--- src/inc/ead_defs.vh ---
/*
 * Constants of the external area decoder: register offsets, reset values,
 * field positions and area codes.
 * Assumes it is included by bare name from core files; definitions only.
 */
`ifndef EAD_DEFS_VH
`define EAD_DEFS_VH

// Register indices; the AXI byte address carries the index shifted by two.
`define EAD_OFS_ROM_SELECT_CTRL_0 32'hFFFFFF50
`define EAD_OFS_ROM_SELECT_CTRL_1 32'hFFFFFF52
`define EAD_OFS_ROM_SELECT_CTRL_2 32'hFFFFFF54
`define EAD_OFS_ROM_SELECT_CTRL_3 32'h0FFFFF56
`define EAD_OFS_ROM_SELECT_CTRL_4 32'h0FFFFF58
`define EAD_OFS_ROM_SELECT_CTRL_5 32'h0FFFFF5A
`define EAD_OFS_ROM_SELECT_CTRL_6 32'h0FFFFF5C
`define EAD_OFS_ROM_SELECT_CTRL_7 32'hFFFFFF5E
`define EAD_OFS_BUS_CONTROL_1 32'hFFFFFF60
`define EAD_OFS_BUS_CONTROL_2 32'hFFFFFF62
`define EAD_OFS_WAIT_CONTROL_1 32'hFFFFFF64
`define EAD_OFS_WAIT_CONTROL_2 32'hFFFFFF66
`define EAD_OFS_MEMORY_CONTROL 32'hFFFFFF68
`define EAD_OFS_CARD_INTERFACE_CONTROL 32'hFFFFFF6C
`define EAD_OFS_REFRESH_TIMER_CTRL_STATUS 32'hFFFFFF6E
`define EAD_OFS_REFRESH_TIMER_COUNTER 32'hFFFFFF70
`define EAD_OFS_REFRESH_TIME_CONSTANT 32'hFFFFFF72
`define EAD_OFS_REFRESH_EVENT_COUNT 32'hFFFFFF74
`define EAD_OFS_DECODE_STATUS 32'hFFFFFF76
`define EAD_OFS_SDRAM_MODE_AREA2 32'hFFFFD000
`define EAD_OFS_SDRAM_MODE_AREA3 32'hFFFFE000

// Reset values: three that differ from zero, then the common zero.
`define EAD_RST_BUS_CONTROL_2 16'h3FF0
`define EAD_RST_WAIT_CONTROL_1 16'h3FF3
`define EAD_RST_WAIT_CONTROL_2 16'hFFFF
`define EAD_RST_ZERO 16'h0000

// Field positions.
`define EAD_BC1_AREA5_CARD 1
`define EAD_BC1_AREA6_CARD 0
`define EAD_BC2_WIDTH_LSB 4

// Area codes taken from address bits 28 to 26.
`define EAD_AREA_MSB 28
`define EAD_AREA_LSB 26
`define EAD_HALF_BIT 25
`define EAD_AREA0 3'h0
`define EAD_AREA2 3'h2
`define EAD_AREA3 3'h3
`define EAD_AREA4 3'h4
`define EAD_AREA5 3'h5
`define EAD_AREA6 3'h6

// Register file layout and AXI answers.
`define EAD_SLOTS 19
`define EAD_SLOT_NONE 5'h1F
`define EAD_SLOT_STATUS 5'h12
`define EAD_RESP_OKAY 2'h0
`define EAD_RESP_SLVERR 2'h2

`endif

--- src/core/ead_decoder.v ---
/*
 * External area decoder: AXI4-Lite register file of the bus state unit and
 * registered area decode driving the chip selects and card enables.
 * Assumes the core presents each bus cycle on cycleActive/cycleAddr/cycleByteEn
 * synchronous to mclk, and the width straps are stable around reset release.
 */
// Local design decision: the AXI4-Lite slave port.
`include "ead_defs.vh"
`timescale 1ns/1ps
`default_nettype none

module ead_decoder (
	input wire mclk,
	input wire reset_n,
	input wire width_strap_hi,
	input wire width_strap_lo,
	input wire cycleActive,
	input wire [31:0] cycleAddr,
	input wire [3:0] cycleByteEn,
	output reg area0_select_n,
	output reg area2_select_n,
	output reg area3_select_n,
	output reg area4_select_n,
	output reg area5_select_n,
	output reg area6_select_n,
	output reg card_a_enable_hi_n,
	output reg card_b_enable_hi_n,
	output reg [1:0] areaWidth,
	output reg cardIoSpace,
	output reg [1:0] sdramModeStrobe,
	output reg [11:0] sdramModeAddr,
	output reg [7:0] sdramModeData,
	input wire [31:0] s_axi_awaddr,
	input wire s_axi_awvalid,
	output reg s_axi_awready,
	input wire [31:0] s_axi_wdata,
	input wire [3:0] s_axi_wstrb,
	input wire s_axi_wvalid,
	output reg s_axi_wready,
	output reg [1:0] s_axi_bresp,
	output reg s_axi_bvalid,
	input wire s_axi_bready,
	input wire [31:0] s_axi_araddr,
	input wire s_axi_arvalid,
	output reg s_axi_arready,
	output reg [31:0] s_axi_rdata,
	output reg [1:0] s_axi_rresp,
	output reg s_axi_rvalid,
	input wire s_axi_rready
);

	// Maps a register index (byte address bits 15:2) to its storage slot.
	function [4:0] slotOf;
		input [13:0] idx;
		begin
			case (idx)
				`EAD_OFS_ROM_SELECT_CTRL_0 & 32'h3FFF: slotOf = 5'h00;
				`EAD_OFS_ROM_SELECT_CTRL_1 & 32'h3FFF: slotOf = 5'h01;
				`EAD_OFS_ROM_SELECT_CTRL_2 & 32'h3FFF: slotOf = 5'h02;
				`EAD_OFS_ROM_SELECT_CTRL_3 & 32'h3FFF: slotOf = 5'h03;
				`EAD_OFS_ROM_SELECT_CTRL_4 & 32'h3FFF: slotOf = 5'h04;
				`EAD_OFS_ROM_SELECT_CTRL_5 & 32'h3FFF: slotOf = 5'h05;
				`EAD_OFS_ROM_SELECT_CTRL_6 & 32'h3FFF: slotOf = 5'h06;
				`EAD_OFS_ROM_SELECT_CTRL_7 & 32'h3FFF: slotOf = 5'h07;
				`EAD_OFS_BUS_CONTROL_1 & 32'h3FFF: slotOf = 5'h08;
				`EAD_OFS_BUS_CONTROL_2 & 32'h3FFF: slotOf = 5'h09;
				`EAD_OFS_WAIT_CONTROL_1 & 32'h3FFF: slotOf = 5'h0A;
				`EAD_OFS_WAIT_CONTROL_2 & 32'h3FFF: slotOf = 5'h0B;
				`EAD_OFS_MEMORY_CONTROL & 32'h3FFF: slotOf = 5'h0C;
				`EAD_OFS_CARD_INTERFACE_CONTROL & 32'h3FFF: slotOf = 5'h0D;
				`EAD_OFS_REFRESH_TIMER_CTRL_STATUS & 32'h3FFF: slotOf = 5'h0E;
				`EAD_OFS_REFRESH_TIMER_COUNTER & 32'h3FFF: slotOf = 5'h0F;
				`EAD_OFS_REFRESH_TIME_CONSTANT & 32'h3FFF: slotOf = 5'h10;
				`EAD_OFS_REFRESH_EVENT_COUNT & 32'h3FFF: slotOf = 5'h11;
				`EAD_OFS_DECODE_STATUS & 32'h3FFF: slotOf = `EAD_SLOT_STATUS;
				default: slotOf = `EAD_SLOT_NONE;
			endcase
		end
	endfunction

	// Power-on value of each storage slot.
	function [15:0] resetOf;
		input [4:0] slot;
		begin
			case (slot)
				5'h09: resetOf = `EAD_RST_BUS_CONTROL_2;
				5'h0A: resetOf = `EAD_RST_WAIT_CONTROL_1;
				5'h0B: resetOf = `EAD_RST_WAIT_CONTROL_2;
				default: resetOf = `EAD_RST_ZERO;
			endcase
		end
	endfunction

	reg [15:0] regFile_q [0:`EAD_SLOTS-2];
	reg [13:0] wrIdx_q;
	reg [15:0] wrData_q;
	reg [1:0] wrStrb_q;
	reg wrByte0_q;
	reg awHave_q;
	reg wHave_q;
	reg strapTaken_q;
	reg [1:0] area0Width_q;
	reg [2:0] lastArea_q;
	wire [4:0] wrSlot;
	wire [4:0] rdSlot;
	wire [13:0] rdIdx;
	wire wrWindow2;
	wire wrWindow3;
	wire doWrite;
	wire [15:0] busCtrl1;
	wire [15:0] busCtrl2;
	wire [2:0] area;
	wire upperBytes;
	reg [1:0] widthSel;
	integer i;
	localparam [31:0] WINDOW2_IDX = `EAD_OFS_SDRAM_MODE_AREA2;
	localparam [31:0] WINDOW3_IDX = `EAD_OFS_SDRAM_MODE_AREA3;
	wire [15:0] widthField;

	assign wrSlot = slotOf(wrIdx_q);
	assign rdIdx = s_axi_araddr[15:2];
	assign rdSlot = slotOf(rdIdx);
	// SDRAM mode windows: index bits 13:12 are 01 for area 2 and 10 for area 3.
	assign wrWindow2 = (wrIdx_q[13:12] == WINDOW2_IDX[13:12]);
	assign wrWindow3 = (wrIdx_q[13:12] == WINDOW3_IDX[13:12]);
	assign doWrite = awHave_q && wHave_q && !s_axi_bvalid;
	assign busCtrl1 = regFile_q[8];
	assign busCtrl2 = regFile_q[9];

	// Write address and write data are taken independently, in either order.
	always @(posedge mclk or negedge reset_n) begin
		if (!reset_n) begin
			s_axi_awready <= 1'b1;
			s_axi_wready <= 1'b1;
			awHave_q <= 1'b0;
			wHave_q <= 1'b0;
			wrIdx_q <= 14'h0000;
			wrData_q <= 16'h0000;
			wrStrb_q <= 2'h0;
			wrByte0_q <= 1'b0;
		end else begin
			if (s_axi_awvalid && s_axi_awready) begin
				awHave_q <= 1'b1;
				s_axi_awready <= 1'b0;
				wrIdx_q <= s_axi_awaddr[15:2];
			end else if (doWrite) begin
				awHave_q <= 1'b0;
			end
			if (s_axi_wvalid && s_axi_wready) begin
				wHave_q <= 1'b1;
				s_axi_wready <= 1'b0;
				wrData_q <= s_axi_wdata[15:0];
				wrStrb_q <= s_axi_wstrb[1:0];
				wrByte0_q <= s_axi_wstrb[0];
			end else if (doWrite) begin
				wHave_q <= 1'b0;
			end
			// Ready returns only after the response is taken, so one write is open.
			if (s_axi_bvalid && s_axi_bready) begin
				s_axi_awready <= 1'b1;
				s_axi_wready <= 1'b1;
			end
		end
	end

	// Register storage, write response and SDRAM mode commands.
	always @(posedge mclk or negedge reset_n) begin
		if (!reset_n) begin
			for (i = 0; i < `EAD_SLOTS - 1; i = i + 1) begin
				regFile_q[i] <= resetOf(i[4:0]);
			end
			s_axi_bvalid <= 1'b0;
			s_axi_bresp <= `EAD_RESP_OKAY;
			sdramModeStrobe <= 2'h0;
			sdramModeAddr <= 12'h000;
			sdramModeData <= 8'h00;
		end else begin
			sdramModeStrobe <= 2'h0;
			if (doWrite) begin
				s_axi_bvalid <= 1'b1;
				s_axi_bresp <= `EAD_RESP_OKAY;
				if (wrSlot == `EAD_SLOT_STATUS) begin
					s_axi_bresp <= `EAD_RESP_OKAY;
				end else if (wrSlot != `EAD_SLOT_NONE) begin
					if (wrStrb_q[0]) begin
						regFile_q[wrSlot][7:0] <= wrData_q[7:0];
					end
					if (wrStrb_q[1]) begin
						regFile_q[wrSlot][15:8] <= wrData_q[15:8];
					end
				end else if ((wrWindow2 || wrWindow3) && wrByte0_q) begin
					// The window offset itself is the mode word the memory sees.
					sdramModeStrobe <= {wrWindow3, wrWindow2};
					sdramModeAddr <= wrIdx_q[11:0];
					sdramModeData <= wrData_q[7:0];
				end else begin
					s_axi_bresp <= `EAD_RESP_SLVERR;
				end
			end else if (s_axi_bvalid && s_axi_bready) begin
				s_axi_bvalid <= 1'b0;
			end
		end
	end

	// Read channel: one read at a time, answered one cycle after the address.
	always @(posedge mclk or negedge reset_n) begin
		if (!reset_n) begin
			s_axi_arready <= 1'b1;
			s_axi_rvalid <= 1'b0;
			s_axi_rdata <= 32'h00000000;
			s_axi_rresp <= `EAD_RESP_OKAY;
		end else begin
			if (s_axi_arvalid && s_axi_arready) begin
				s_axi_arready <= 1'b0;
				s_axi_rvalid <= 1'b1;
				s_axi_rresp <= `EAD_RESP_OKAY;
				s_axi_rdata <= 32'h00000000;
				if (rdSlot == `EAD_SLOT_STATUS) begin
					s_axi_rdata <= {27'h0000000, lastArea_q, area0Width_q};
				end else if (rdSlot != `EAD_SLOT_NONE) begin
					s_axi_rdata <= {16'h0000, regFile_q[rdSlot]};
				end else begin
					// Mode windows are write-only and read back as an error.
					s_axi_rresp <= `EAD_RESP_SLVERR;
				end
			end else if (s_axi_rvalid && s_axi_rready) begin
				s_axi_rvalid <= 1'b0;
				s_axi_arready <= 1'b1;
			end
		end
	end

	// The straps are sampled once, at the first edge after reset release.
	always @(posedge mclk or negedge reset_n) begin
		if (!reset_n) begin
			strapTaken_q <= 1'b0;
			area0Width_q <= 2'h0;
		end else if (!strapTaken_q) begin
			strapTaken_q <= 1'b1;
			area0Width_q <= {width_strap_hi, width_strap_lo};
		end
	end

	// Bits 31:29 never enter the decode, so every shadow copy maps alike.
	assign area = cycleAddr[`EAD_AREA_MSB:`EAD_AREA_LSB];
	assign upperBytes = cycleByteEn[1] || cycleByteEn[3];
	// Only the low two bits of the shifted control word are the width field.
	assign widthField = busCtrl2 >> (`EAD_BC2_WIDTH_LSB + 2 * (area - `EAD_AREA2));

	always @* begin
		case (area)
			`EAD_AREA0: widthSel = area0Width_q;
			`EAD_AREA2, `EAD_AREA3, `EAD_AREA4, `EAD_AREA5, `EAD_AREA6:
				widthSel = widthField[1:0];
			default: widthSel = 2'h0;
		endcase
	end

	// Registered decode: each select is a flop, asserted one cycle after the
	// cycle is presented. Area 1 and area 7 drive no external select.
	always @(posedge mclk or negedge reset_n) begin
		if (!reset_n) begin
			area0_select_n <= 1'b1;
			area2_select_n <= 1'b1;
			area3_select_n <= 1'b1;
			area4_select_n <= 1'b1;
			area5_select_n <= 1'b1;
			area6_select_n <= 1'b1;
			card_a_enable_hi_n <= 1'b1;
			card_b_enable_hi_n <= 1'b1;
			areaWidth <= 2'h0;
			cardIoSpace <= 1'b0;
			lastArea_q <= 3'h0;
		end else begin
			area0_select_n <= !(cycleActive && area == `EAD_AREA0);
			area2_select_n <= !(cycleActive && area == `EAD_AREA2);
			area3_select_n <= !(cycleActive && area == `EAD_AREA3);
			area4_select_n <= !(cycleActive && area == `EAD_AREA4);
			area5_select_n <= !(cycleActive && area == `EAD_AREA5);
			area6_select_n <= !(cycleActive && area == `EAD_AREA6);
			card_a_enable_hi_n <= !(cycleActive && area == `EAD_AREA5 &&
				busCtrl1[`EAD_BC1_AREA5_CARD] && upperBytes);
			card_b_enable_hi_n <= !(cycleActive && area == `EAD_AREA6 &&
				busCtrl1[`EAD_BC1_AREA6_CARD] && upperBytes);
			areaWidth <= cycleActive ? widthSel : 2'h0;
			// The upper 32-Mbyte half of a card area is its I/O space.
			cardIoSpace <= cycleActive && cycleAddr[`EAD_HALF_BIT] &&
				((area == `EAD_AREA5 && busCtrl1[`EAD_BC1_AREA5_CARD]) ||
				(area == `EAD_AREA6 && busCtrl1[`EAD_BC1_AREA6_CARD]));
			if (cycleActive) begin
				lastArea_q <= area;
			end
		end
	end

endmodule // ead_decoder

`default_nettype wire

--- config.mk ---
export PLATFORM = sky130hd
export DESIGN_NAME = ead_decoder
export DESIGN_NICKNAME = d
export VERILOG_FILES = /design/src/core/ead_decoder.v
export VERILOG_INCLUDE_DIRS = /design/src /design/src/inc
export SDC_FILE = /design/constraint.sdc
export NUM_CORES = 1
export LEC_CHECK = 0
export BUFFER_PORTS_ARGS = -buffer_cell sky130_fd_sc_hd__buf_4
export CAP_MARGIN = 20
export CORE_ASPECT_RATIO = 0.6
export CORE_MARGIN = 3
export CORE_UTILIZATION = 50
export DETAILED_ROUTE_END_ITERATION = 12
export PLACE_DENSITY = 0.78
export SYNTH_ARGS = -nofsm -noshare
export SYNTH_HDL_FRONTEND = slang
export SYNTH_SLANG_ARGS = --single-unit
--- constraint.sdc ---
create_clock -name mclk -period 7.8 [get_ports mclk]
set_input_delay 1.17 -clock mclk [delete_from_list [all_inputs] [get_ports mclk]]
set_output_delay 1.17 -clock mclk [all_outputs]
set_load 0.02 [all_outputs]
==> summary.md <==
| Metric | Value |
|---|---|
| CTS tree | `built` |
| Stages on worst setup path | `8` |
| Mean area per synthesized cell | `about 12 sq um` |
| Design Area, Final | `roughly 20,000 sq um` |
| Vias in the first global route | `12,858` |
| Final Cycle Share | `a little under three fifths` |
| Routability cong. | `around 0.96` |
| Rows | `between 50 and 60` |
| Antenna cells | `0` |
| Net Switching | `~1.6 mW` |
| Iteration-0 DRC count of the detailed router | `about 1,600` |
| Fmax | `between 0.2 and 0.25 GHz` |
| Max-cap violations | `0` |
| Placed cell count | `~2,000` |
| WL/cell | `~25 um` |
| Hold WC Path Type | `flip-flop to flip-flop` |
| CTS root buffer | `clkbuf_16` |
| Num CTS Buffers | `38` |
| Post-synthesis async set-or-reset flop share | `100%` |
| WL final | `51.7 mm` |
| Clk_lat worst skew | `roughly 0.54 ns` |
| Clk_skew | `between 0.02 and 0.025 ns` |
| CTS max path bufs | `3` |
| Synth top area share | `46.7%` |
| Die H | `153 um` |
| Most used cells in the layout excluding fill and tap cells | `mux2_2 (361), dfrtp_1 (335), buf_4 (142), nand2_1 (110), nor2_1 (66)` |
| Crit path buf inv count | `2` |
| Cell Count, Final, Fillers Out | `around 2,000` |
| CP Capture Point | `s_axi_rdata[1]` |
| Starting Density | `around 51%` |
| Post-CTS sizing | `0` |
| Int Pwr | `3.50 mW` |
| Setup WS post-layout | `about 3.4 ns` |
| CP cell instances | `buf_4 -> or3b_1 -> or3_1 -> nor2_4 -> buf_4 -> mux4_2 -> a2111o_1 -> and3_1` |
| Die ar. | `~38,000 sq um` |
| Critical path's largest stage delay | `around 0.84 ns` |
| Initial antenna violation count | `0` |
| Worst Path Required | `about 8.2 ns` |
| Largest net degree at the start of global routing | `between 150 and 200` |
| R2R depth | `7` |
| Clock sink count | `384` |
| Cell family with most CP delay | `simple AND/OR/NAND/NOR gates` |
| Layout cells sized above 1 | `between 40% and 50%` |
| Total track usage | `a little over a quarter` |
| Startpoint types | `primary input` |
| Worst-Margin Slew | `between 1 and 1.5 ns` |
| Die width | `~250 um` |
| Htree depth | `2` |
| Pre-CTS setup slack | `2.90 ns` |
| Layout area overhead | `13.8%` |
| Max Slew Vio Count | `0` |
| Register share of total power | `between 50% and 60%` |
| Final Hold Violating Endpoints | `0` |
| Crit Path Category | `primary input to flip-flop` |
| Filler Cells Inserted | `2,903` |
| Setup crit end kind | `flip-flop` |
| Ports | `220` |
| DR vias | `approximately 13,000` |
| DRC viols | `0` |
| Pre-Repair DR Iteration Count | `7` |
| CP arrival | `between 4 and 5 ns` |
| GRT Residual Overflow | `0` |
| Status | `finished clean` |
| Worst path most repeated cell | `buf_4` |
| Flops & latches, synth | `around 380` |
| Placement Cell Area | `19,200 sq um` |
| Hold buffers post-CTS | `0` |
| Yosys cell types | `between 70 and 80` |
| Synth Flop Type | `dfrtp_1` |
| Reg2reg end | `busCtrl1[7]` |
| Post-Synthesis Cells | `1,462` |
| Comb pwr share | `between 10 and 15%` |
| Reg2Reg Launch Point | `wrIdx_q[12]` |
| Final setup violation count | `0` |
| Peak VDD IR | `between 0.1 and 0.15 mV` |
| Synth area leaders | `dfrtp_1 (47%), mux2_2 (23%), dfstp_2 (7.2%)` |
| ANT nets after route | `0` |
| RSZ-0062 raised after global routing | `no` |
| Post-layout minimum cycle time | `approximately 4.4 ns` |
| Post-synthesis sequential area ratio | `53.9%` |
| Synthesized cell area | `about 18,000 sq um` |
| CP max stage cell | `nor2_4` |
| Reg2reg setup slack | `roughly 4.2 ns` |
| Post-CTS Setup Bufs | `0` |
| Ys Warns | `0` |
| Worst hold slack | `between 0.4 and 0.5 ns` |
| Fin util | `around 58%` |
| Tot Pwr | `5.05 mW` |
| First-pass GRT wire length | `78.3 mm` |
| Port-buffer cells | `117` |
| Post-synth EDFFs | `0` |
| Switch share | `slightly above 30%` |
| Core area | `roughly 35,000 sq um` |
| Power Density | `around 250 nW/um^2` |
| Worst Setup SP | `s_axi_araddr[2]` |
| Leakage | `about 9.4 nW` |
| Final TNS setup | `0 ns` |
| Avg Vias per Cell | `between 6 and 7` |
| Most common cell after layout, fill and taps aside | `mux2_2` |
| Clock power share | `between 30% and 40%` |
| CTS clk-pin slew, worst paths | `approximately 0.060 ns` |
| Crit-path max FO | `24` |
| Post-DP HPWL | `35.2 mm` |
| Max-slew headroom | `around a quarter` |
| Nets | `1,701` |
| Post-synth top area cell | `dfrtp_1` |
-- cell type report --
cell class | instances | area (sq um) | area share (%)
timing repair buffer | 147 | 1130 | 5.54
clock inverter | 10 | 106 | 0.521
clock buffer | 59 | 1100 | 5.39
inverter | 13 | 48.8 | 0.239
tap | 467 | 584 | 2.86
sequential | 384 | 9670 | 47.4
multi-input combinational | 968 | 7780 | 38.1
-- worst min path at each step --
stage / slack [ns] / startpoint / to / depth (start not counted)
after global routing: 0.51 / s_axi_arready / s_axi_arready / 1
after CTS: 0.50 / s_axi_arready / s_axi_arready / 1
after floorplan: 0.46 / busCtrl1[0] / card_b_enable_hi_n / 1
after detailed placement: 0.49 / s_axi_arready / s_axi_arready / 1
after global placement: 0.47 / s_axi_bresp[1] / s_axi_bresp[1] / 2
final: 0.50 / s_axi_arready / s_axi_arready / 1
-- flip-flops by register name, summed over array words and instances, names as in the netlist, 2 cells and up --
name,count
area0Width_q,2
areaWidth,2
busCtrl1,16
busCtrl2,16
lastArea_q,3
regFile_q,256
s_axi_rdata,16
sdramModeAddr,12
sdramModeData,8
sdramModeStrobe,2
wrData_q,16
wrIdx_q,14
wrStrb_q,2
-- per-layer routing --
layer,global-route usage (%),wire (um),up-vias
li1,-,-,5492
met1,39.3,22700,6703
met2,37.5,21600,656
met3,8.99,6180,92
met4,6.46,1150,2
met5,1.99,105,-
-- cell usage after synthesis (11+ instances only) --
library cell and number:
a211oi_1 18, inv_1 13, nor3_1 35, mux2i_1 40, a31oi_1 11, nand2_1 110, buf_4 21, a21oi_1 31
clkbuf_1 70, and3_1 15, o221ai_1 14, nor2_1 67, o22ai_1 32, mux2_2 361, buf_2 11, nor2b_1 11
nand3_1 22, dfrtp_1 335, a22oi_1 14, o21ai_0 32, dfstp_2 49
-- kinds of logic after synthesis --
family / Yosys count / share of synthesized area, %
compound gates: 224 / 8.67
xor+xnor: 4 / 0.195
fa+ha+maj: 3 / 0.209
buf+inv: 127 / 3.26
flops: 384 / 53.9
mux: 403 / 25.1
other cells: 2 / 0.0419
simple gates: 315 / 8.59
-- power groups by stage --
stage | combinational [mW] | sequential (mW) | clock, mW
floorplan | 0.508 | 2.35 | 0
global placement | 0.623 | 2.59 | 0
detailed placement | 0.639 | 2.61 | 0
CTS | 0.644 | 2.57 | 1.84
global route | 0.697 | 2.62 | 1.92
finish | 0.639 | 2.60 | 1.82
No activity file was read; power rests on OpenSTA's default activity.
